==> src/ssw_regs.svh <==
// timing constants for the supply supervisor and watchdog
// assumes a 125 MHz system clock and a 1 kHz internal time base
`ifndef SSW_REGS_SVH
`define SSW_REGS_SVH

`define SSW_CLK_HZ        125000000
`define SSW_TICK_HZ       1000
// time base divider, clock cycles per tick
`define SSW_TICK_DIV      (`SSW_CLK_HZ / `SSW_TICK_HZ)
// reset stretch, in ms
`define SSW_STRETCH_MS    200
// watchdog timeout, in ms (1.6 s)
`define SSW_TIMEOUT_MS    1600
`define SSW_STRETCH_TICKS (`SSW_STRETCH_MS * `SSW_TICK_HZ / 1000)
`define SSW_TIMEOUT_TICKS (`SSW_TIMEOUT_MS * `SSW_TICK_HZ / 1000)

`endif

==> src/ssw_pkg.sv <==
// types shared by the supply supervisor and watchdog
// assumes nothing beyond a SystemVerilog compiler
package ssw_pkg;

   // decoded three-level watchdog strobe
   typedef struct packed {
      logic high;
      logic low;
      logic floating;
   } ssw_strobe_t;

   // comparator flags from the analog side
   typedef struct packed {
      logic supply_low;
      logic main_below_backup;
      logic main_above_backup;
      logic sense_low;
   } ssw_comp_t;

   // reset sequencer states, gray along the usual path
   typedef enum logic [1:0] {
      SSW_HOLD    = 2'b00,
      SSW_STRETCH = 2'b01,
      SSW_RUN     = 2'b11
   } ssw_state_t;

endpackage

==> src/ssw_supervisor.sv <==
// supply supervisor with watchdog, reset stretching and supply switchover
// assumes comparator flags and decoded strobe arrive from pins, async
`timescale 1ns/100ps
`include "ssw_regs.svh"

// Operation
// - reset low while supply below threshold
// - hold reset 200 ms after recovery
// - strobe silent for timeout gives reset
// - watchdog pulse lasts the same 200 ms
// - any strobe edge restarts timeout count
// - stuck strobe repeats reset every timeout
// - floating strobe disables the watchdog
// - active-high reset is inverse of reset
// - warning low while sense below reference
// - switch to backup, back with margin
// - backup selected holds reset, warn, wdog
module ssw_supervisor
   import ssw_pkg::*;
#(
   parameter int TICK_DIV      = `SSW_TICK_DIV,
   parameter int STRETCH_TICKS = `SSW_STRETCH_TICKS,
   parameter int TIMEOUT_TICKS = `SSW_TIMEOUT_TICKS
) (
   input  wire logic        clk_i,
   input  wire logic        reset_n_i,
   input  wire logic        clk_en_i,
   input  wire ssw_comp_t   comp_i,
   input  wire ssw_strobe_t watchdog_strobe_in_i,
   output logic             cpu_reset_n_o,
   output logic             cpu_reset_o,
   output logic             power_fail_warn_n_o,
   output logic             backup_select_o
);

   // counter width; an int count always fits
   localparam int CW = 32;

   // ************************************************************
   // parameter checks
   // ************************************************************
   // refused at elaboration: a zero divider or timeout would wrap the compares and
   // the stretch or the timeout would never end
   if (TICK_DIV < 1 || STRETCH_TICKS < 1 || TIMEOUT_TICKS < 1) begin : g_bad
      $error("ssw_supervisor: counts must be at least one");
   end

   // ************************************************************
   // input synchronisers
   // ************************************************************
   ssw_comp_t   comp_m, comp_s;
   ssw_strobe_t strb_m, strb_s;

   // two stages, first stage read only by the second
   // reset values look like a low supply and a floating strobe, so
   // reset stays held until real samples have come through
   always_ff @(posedge clk_i or negedge reset_n_i) begin
      if (!reset_n_i) begin
         comp_m <= '{supply_low: 1'b1, default: 1'b0};
         comp_s <= '{supply_low: 1'b1, default: 1'b0};
         strb_m <= '{floating: 1'b1, default: 1'b0};
         strb_s <= '{floating: 1'b1, default: 1'b0};
      end else if (clk_en_i) begin
         comp_m <= comp_i;
         comp_s <= comp_m;
         strb_m <= watchdog_strobe_in_i;
         strb_s <= strb_m;
      end
   end

   // ************************************************************
   // state
   // ************************************************************
   logic [CW-1:0] div_cnt, next_div_cnt;
   logic [CW-1:0] hold_cnt, next_hold_cnt;
   logic [CW-1:0] wd_cnt, next_wd_cnt;
   ssw_state_t    state, next_state;
   logic          backup, next_backup;
   logic          last_level, next_last_level;
   logic          warn_n, next_warn_n;
   logic          tick, wd_enable, wd_edge, wd_expire;

   // ************************************************************
   // supply switchover and warning
   // ************************************************************
   always_comb begin
      next_backup = backup;
      // entry is tested first, so it wins if both flags show at once
      // hysteretic switchover
      if (comp_s.supply_low && comp_s.main_below_backup)
         next_backup = 1'b1;
      else if (comp_s.main_above_backup)
         next_backup = 1'b0;
      // warning from sense, forced low on backup
      // next_backup, not backup: the warning must fall on the same edge
      // as the switchover, or backup would show for a cycle unwarned
      next_warn_n = !(comp_s.sense_low || next_backup);
   end

   // switchover group; clock enable freezes it
   always_ff @(posedge clk_i or negedge reset_n_i) begin
      if (!reset_n_i) begin
         backup <= 1'b0;
         warn_n <= 1'b0;
      end else if (clk_en_i) begin
         backup <= next_backup;
         warn_n <= next_warn_n;
      end
   end

   // ************************************************************
   // time base and watchdog
   // ************************************************************
   // one shared divider, so every interval moves on the same tick
   // tick divider
   assign tick = (div_cnt == CW'(TICK_DIV - 1));
   // counting only in run keeps a pulse from timing itself
   // floating strobe or backup disables watchdog
   assign wd_enable = !strb_s.floating && !backup && (state == SSW_RUN);
   // either edge seen as a level change
   assign wd_edge = (strb_s.high && !last_level) ||
                    (strb_s.low && last_level);
   // expiry sits on the tick grid and may land up to one tick early,
   // inside the tolerance that the timeout allows
   // silent for the timeout, less up to one tick
   assign wd_expire = wd_enable && tick &&
                      (wd_cnt == CW'(TIMEOUT_TICKS - 1)) && !wd_edge;

   always_comb begin
      next_div_cnt = tick ? '0 : div_cnt + CW'(1);
      next_last_level = last_level;
      if (strb_s.high)
         next_last_level = 1'b1;
      else if (strb_s.low)
         next_last_level = 1'b0;
      next_wd_cnt = wd_cnt;
      // restart on edge; count held clear while disabled
      if (!wd_enable || wd_edge || wd_expire)
         next_wd_cnt = '0;
      else if (tick)
         next_wd_cnt = wd_cnt + CW'(1);
   end

   // time base and watchdog group
   always_ff @(posedge clk_i or negedge reset_n_i) begin
      if (!reset_n_i) begin
         div_cnt    <= '0;
         wd_cnt     <= '0;
         last_level <= 1'b0; // a held-low strobe gives no edge
      end else if (clk_en_i) begin
         div_cnt    <= next_div_cnt;
         wd_cnt     <= next_wd_cnt;
         last_level <= next_last_level;
      end
   end

   // ************************************************************
   // reset sequencer
   // ************************************************************
   always_comb begin
      next_state    = state;
      next_hold_cnt = hold_cnt;
      unique case (state)
         SSW_HOLD: begin
            next_hold_cnt = '0;
            // stay while supply low or on backup
            if (!comp_s.supply_low && !backup)
               next_state = SSW_STRETCH;
         end
         SSW_STRETCH: begin
            if (comp_s.supply_low || backup) begin
               next_state = SSW_HOLD;
            end else if (tick) begin
               // fixed stretch then release; the first tick
               // comes part way into a period, so one extra tick keeps
               // the pulse no shorter than the full stretch
               if (hold_cnt == CW'(STRETCH_TICKS))
                  next_state = SSW_RUN;
               else
                  next_hold_cnt = hold_cnt + CW'(1);
            end
         end
         SSW_RUN: begin
            next_hold_cnt = '0;
            if (comp_s.supply_low || backup)
               next_state = SSW_HOLD;
            else if (wd_expire)
               next_state = SSW_STRETCH;
         end
         default: begin
            next_state = SSW_HOLD;
         end
      endcase
   end

   // sequencer group; clock enable freezes it
   always_ff @(posedge clk_i or negedge reset_n_i) begin
      if (!reset_n_i) begin
         hold_cnt <= '0;
         state    <= SSW_HOLD;
      end else if (clk_en_i) begin
         hold_cnt <= next_hold_cnt;
         state    <= next_state;
      end
   end

   // ************************************************************
   // outputs
   // ************************************************************
   // decoded from the gray state: the only two-bit step leaves run,
   // so the decode cannot glitch high on the way into reset
   // reset low outside run state
   assign cpu_reset_n_o       = (state == SSW_RUN);
   assign cpu_reset_o         = (state != SSW_RUN);
   assign power_fail_warn_n_o = warn_n;
   assign backup_select_o     = backup;

endmodule

==> config.mk <==
export PLATFORM = sky130hd
export DESIGN_NAME = ssw_supervisor
export DESIGN_NICKNAME = d
export VERILOG_FILES = /design/src/ssw_pkg.sv /design/src/ssw_supervisor.sv
export VERILOG_INCLUDE_DIRS = /design/src
export SDC_FILE = /design/constraint.sdc
export NUM_CORES = 1
export LEC_CHECK = 0
export BUFFER_PORTS_ARGS = -buffer_cell sky130_fd_sc_hd__buf_2
export CAP_MARGIN = 20
export CORE_ASPECT_RATIO = 0.75
export CORE_MARGIN = 2
export CORE_UTILIZATION = 45
export DETAILED_ROUTE_END_ITERATION = 10
export GPL_TIMING_DRIVEN = 0
export PLACE_DENSITY = 0.71
export SETUP_SLACK_MARGIN = 0.4
export SLEW_MARGIN = 25
export SYNTH_ARGS = -nofsm -noshare
export SYNTH_HDL_FRONTEND = slang
export SYNTH_SLANG_ARGS = --single-unit
==> constraint.sdc <==
create_clock -name clk_i -period 4.75 [get_ports clk_i]
set_clock_uncertainty 0.2 [all_clocks]
set_input_delay 0.475 -clock clk_i [delete_from_list [all_inputs] [get_ports clk_i]]
set_output_delay 0.475 -clock clk_i [all_outputs]
set_load 0.03 [all_outputs]
After elaboration in Yosys (flattened, before gate mapping)

Index checks and enable logic that the tools add are counted.

ROM bits: 0
Input bits: 10
Register bits after elaboration: 115
Bits in latches: 0
Memory bits (writable): 0
Memories: 0

Shifts and indexed selects: 0
Bitwise logic cells: 0
Reduce and logical (&&, ||, !) cells: 30
Add/sub/neg operators: 3
Mux-type cells: 18
Divide/modulo/power cells: 0
Multiply operators: 0
Equal/unequal tests: 13
Order comparisons: 0

Operators with widths:

| operator                                        | count |
|---|---|
| two-way mux 32 bit                              | 6 |
| adder 32 x 1 -> 32 bit, second input constant   | 3 |
| case mux 32 bit (2 select lines)                | 1 |
| == test 32 x 11 -> 1 bit, second input constant | 1 |
| == test 32 x 17 -> 1 bit, second input constant | 1 |
| == test 32 x 8 -> 1 bit, second input constant  | 1 |
| two-way mux 2 bit                               | 6 |
| != test 2 bit, second input constant            | 5 |
| AND reduction 5 bit                             | 2 |
| logical AND 1 bit                               | 9 |
| logical NOT 1 bit                               | 7 |
| != test 3 bit, second input constant            | 2 |
| case mux 2 bit (3 select lines)                 | 1 |
| nonzero test 2 bit                              | 3 |
| logical OR 1 bit                                | 5 |
| two-way mux 1 bit                               | 4 |
| AND reduction 2 bit                             | 2 |
| != test 3 x 1 -> 1 bit, second input constant   | 1 |
| == test 2 x 1 -> 1 bit, second input constant   | 1 |
| == test 2 bit, second input constant            | 1 |
| logical NOT 2 bit                               | 1 |
| OR reduction 2 bit                              | 1 |

Depth between registers and ports, before layout

Depth in word-level cells: 9
Gate-level depth with buffers: 10

Least setup slack after synthesis

OpenSTA, ideal clock, no wires.

Path type: reg2reg
From: register div_cnt[0]
To: register wd_cnt[30]
Stages on the path, launching flop included: 9
Setup time: 78 ps
Arrival: 2235 ps
Required time: 4472 ps
Path buffers: 1
Setup slack: 2237 ps
Clock period less this slack: 2513 ps
Cell sequence: dfrtp_1 > ha_1 > nor4b_1 > nand4_1 > nor4_4 > o2111ai_1 > buf_2 > or3_1 > a21oi_1

Longest elaborated chain between the ends: 7

Ends and longest elaborated chain:

| what                                 | line                  | text |
|---|---|---|
| from (decl)                          | ssw_supervisor.sv:74  | `logic [CW-1:0] div_cnt, next_div_cnt;` |
| from (signal assigned)               | ssw_supervisor.sv:151 | `div_cnt <= next_div_cnt;` |
| == test 32 x 17 -> 1 bit *           | ssw_supervisor.sv:116 | `assign tick = (div_cnt == CW'(TICK_DIV - 1));` |
| logical AND 1 bit (2 in a row)       | ssw_supervisor.sv:126 | `assign wd_expire = wd_enable && tick &&` |
| logical AND 1 bit                    | ssw_supervisor.sv:127 | `(wd_cnt == CW'(TIMEOUT_TICKS - 1)) && !wd_edge;` |
| logical OR 1 bit                     | ssw_supervisor.sv:138 | `if (!wd_enable \|\| wd_edge \|\| wd_expire)` |
| nonzero test 2 bit (no source line)  | --                    |  |
| AND reduction 2 bit (no source line) | --                    |  |
| to (signal assigned)                 | ssw_supervisor.sv:152 | `wd_cnt <= next_wd_cnt;` |
| to (decl)                            | ssw_supervisor.sv:76  | `logic [CW-1:0] wd_cnt, next_wd_cnt;` |

Every way passes the cells marked *; elsewhere a longest branch is shown, timed or not.
A chain may end at the register's enable or synchronous reset.

Worst setup path in the final report

From: register div_cnt[1]
To: register hold_cnt[17]

Longest elaborated chain between the ends: 3

Ends and longest elaborated chain:

| what                                 | line                  | text |
|---|---|---|
| == test 32 x 17 -> 1 bit             | ssw_supervisor.sv:116 |  |
| != test 2 bit (no source line)       | --                    |  |
| AND reduction 5 bit (no source line) | --                    |  |
| to (signal assigned)                 | ssw_supervisor.sv:202 | `hold_cnt <= next_hold_cnt;` |
| to (decl)                            | ssw_supervisor.sv:75  | `logic [CW-1:0] hold_cnt, next_hold_cnt;` |

No other way between the ends.

==> impl_metrics.json <==
{
  "cap_violations": 0,
  "worst_slew_pin_slew_ns": 1.01,
  "cts_made_buffers": 17,
  "design.core.area_um2": 13000,
  "report.final.setup_viol": 0,
  "seqPwrFrac_pct": 40.9,
  "startpoint_type": "register",
  "drv_slew": 0,
  "clockPowerShare_pct": 42.0,
  "holdWs_ns": 0.0891,
  "postCtsSetupBuffers": 0,
  "cp.required_ns": 4.83,
  "hold_buffers": 1,
  "yosys_warnings": 0,
  "synth_top_area_share_pct": 46.3,
  "ant_nets": 0,
  "hp-class": "in2reg",
  "clk_pin_slew_ns": 0.05,
  "ys_async_sr_fraction_pct": 100,
  "wl_um": 13800,
  "syn_avg_cell_area_um2": 9.53,
  "synth_cell_types": 55,
  "cp_max_fo": 10,
  "ir_drop_mv": 0.296,
  "timing.final.crit_share_pct": 73.0,
  "cts_tree": "built",
  "endpoint_kind": "register",
  "hpwl_um": 9470,
  "critPathSlowestCell": "nor4_4",
  "clk_latency_ns": 0.42,
  "fp.dieW_um": 137,
  "areaGrowthSynthToFinish_pct": 14.3,
  "grt_pass1_wl_um": 23700,
  "p_comb_share_pct": 17.2,
  "start_util_pct": 46.1,
  "antenna_found_initial": 0,
  "grtUsageTotal_pct": 20.9,
  "relSlewSlack_pct": 32.1,
  "diodes": 0,
  "internal_power_w": 0.00193,
  "first_global_vias": 4912,
  "drive_gt1_share_pct": 10.4,
  "clock-root-buffer": "clkbuf_16",
  "max_freq_ghz": 0.288,
  "rsz0062_at_grt": "no",
  "path_delay_family": "simple AND/OR/NAND/NOR gates",
  "htreeDepth": 4,
  "cp_cell_sequence": "ha_1 -> nor4b_1 -> nand4_1 -> nor4_4 -> a21oi_1 -> clkbuf_1 -> clkbuf_1 -> o31ai_1 -> a21oi_1",
  "dr.pass1.iters": 5,
  "io_pins": 14,
  "synth_area_um2": 6000,
  "drcViolationCount": 0,
  "dieArea_um2": 14300,
  "status": "completed",
  "switching_share_pct": 29.2,
  "setup_tns_ns": 0,
  "numPortBuffers": 13,
  "pwr_density_cell_nw_per_um2": 398,
  "yosysTopAreaCell": "dfrtp_1",
  "p_switching_w": 0.000796,
  "synthTopCellsByArea": "dfrtp_1 (46%), o21ai_0 (4.3%), a21oi_1 (3.6%)",
  "synth_edf_count": 0,
  "power.leakage_nw": 2.86,
  "synth-main-ff-cell": "dfrtp_1",
  "arrival_ns": 3.55,
  "yosysSeqAreaShare_pct": 48.1,
  "num_rows": 36,
  "period_needed_ns": 3.47,
  "die_h_um": 104,
  "synth_nets": 647,
  "hold_viol_final": 0,
  "viasPerCell": 6.03,
  "clockBufferDepth": 2,
  "critPathMaxStageDelay_ns": 0.42,
  "cts_sinks": 115,
  "drt-wirelength-per-cell_um": 16.3,
  "worstSetupPathType": "reg2reg",
  "layout.nets": 681,
  "grt_max_degree": 68,
  "drtIter0Drc": 591,
  "vias": 5103,
  "synth_cells": 629,
  "path_buf_inv": 2,
  "gp_congestion": 0.875,
  "cts-resized-gates": 0,
  "grt_overflow": 0,
  "synth_seq_cells": 115
}
## kinds of logic after synthesis
logic type               Yosys count  share of synthesized area, %
multiplexers                      15                          2.80
adder cells (fa/ha/maj)            8                          1.67
AO/OA/AOI/OAI                    141                          13.7
AND/OR/NAND/NOR                  277                          26.5
flip-flops                       115                          48.1
XOR/XNOR                          32                          4.67
buffers and inverters             41                          2.61
## metrics by stage
step | utilization [%] | cell area [µm²] | worst slack [ns] | power (W) | cells
6_report | 52.7 | 6850 | 1.28 | 0.00273 | 846
3_5_place_dp | 48.5 | 6310 | 1.42 | 0.00159 | 814
5_1_grt | 52.7 | 6850 | 1.02 | 0.00285 | 846
3_3_place_gp | 48.2 | 6280 | 1.51 | 0.00157 | 813
2_1_floorplan | - | 6000 | 2.24 | 0.00143 | 629
4_1_cts | 52.7 | 6850 | 1.40 | 0.00274 | 846
## synth_stat cells, drive strengths merged (4+ instances only)
library cell	instances
dfrtp	111
o21ai	59
nand2	51
a21oi	43
nand3	38
nor2	32
or3	28
nand4	23
and3	21
xnor2	20
clkbuf	19
inv	19
nor4	18
or4	18
mux2	14
xor2	12
nor3	10
a22o	9
o31ai	9
ha	8
and2	7
o211ai	7
and4	6
nor2b	6
nor4b	5
or2	5
a21o	4
dfstp	4
## area by class of cell
| class | instances | area (µm²) |
|---|---|---|
| clock inverter | 5 | 25.0 |
| fill | 1121 | 6160 |
| tap | 171 | 214 |
| buffer | 22 | 85.1 |
| multi-input combinational | 473 | 2960 |
| inverter | 19 | 71.3 |
| clock buffer | 26 | 509 |
| timing repair buffer | 15 | 109 |
| sequential | 115 | 2880 |
## power by group through the flow
stage,registers [W],logic (W),clock network (W)
final,0.00112,0.000468,0.00115
after CTS,0.00111,0.000467,0.00116
after global routing,0.00112,0.000518,0.00121
after global placement,0.00112,0.000443,0
after detailed placement,0.00113,0.000461,0
after floorplan,0.00112,0.000312,0
## worst paths after layout
kind                       slack, ns  cells past startpoint                  endpoint                     from
setup / recovery                1.28                      9  hold_cnt[17]$_DFFE_PN0P_   div_cnt[1]$_DFFE_PN0P_
hold / removal                  0.09                      2     strb_m[2]$_DFFE_PN0P_  watchdog_strobe_in_i[2]
setup reg to reg                1.28                      9  hold_cnt[17]$_DFFE_PN0P_   div_cnt[1]$_DFFE_PN0P_
hold reg to reg                 0.26                      1   div_cnt[31]$_DFFE_PN0P_  div_cnt[31]$_DFFE_PN0P_
max in group asynchronous       3.26                      3    wd_cnt[18]$_DFFE_PN0P_                reset_n_i
min in group asynchronous       0.45                      2  hold_cnt[27]$_DFFE_PN0P_                reset_n_i
## layout by cell type, fill, tap and decap left out, types with 3 or more instances in the layout
master	instances
a22o_1	9
nand2_1	51
inv_1	19
and2_1	6
ha_1	8
dfstp_2	4
o31ai_1	9
nand2b_1	3
clkinv_2	5
o211ai_1	7
a21oi_1	43
nand4_1	22
and4_1	6
or3_1	28
nor4b_1	5
clkbuf_16	17
or4_1	18
and3_1	21
clkbuf_1	23
nor2b_1	6
nor2_1	32
nand3_1	37
clkbuf_8	5
nor3_1	9
nor4_1	14
dfrtp_1	111
o21ai_1	8
o21ai_0	51
buf_2	14
xor2_1	12
mux2_2	14
xnor2_1	20
a21o_1	4
## state kept, by name, summed over array words and instances, names as in the netlist
| name | cells |
|---|---|
| strb_s | 3 |
| state | 2 |
| div_cnt | 32 |
| last_level | 1 |
| strb_m | 3 |
| comp_m | 4 |
| comp_s | 4 |
| hold_cnt | 32 |
| power_fail_warn_n_o | 1 |
| wd_cnt | 32 |
| backup_select_o | 1 |
## layer usage
layer | up-vias | share of wire, % | GRT usage [%] | routed length [µm]
li1 | 2396 | - | - | -
met1 | 2517 | 47 | 30.3 | 6560
met2 | 171 | 45 | 29.7 | 6200
met3 | 19 | 6.3 | 5.90 | 867
met4 | 0 | 1.4 | 7.58 | 191
met5 | - | 0 | 0 | 0
Power figures use the tool's default switching activity.
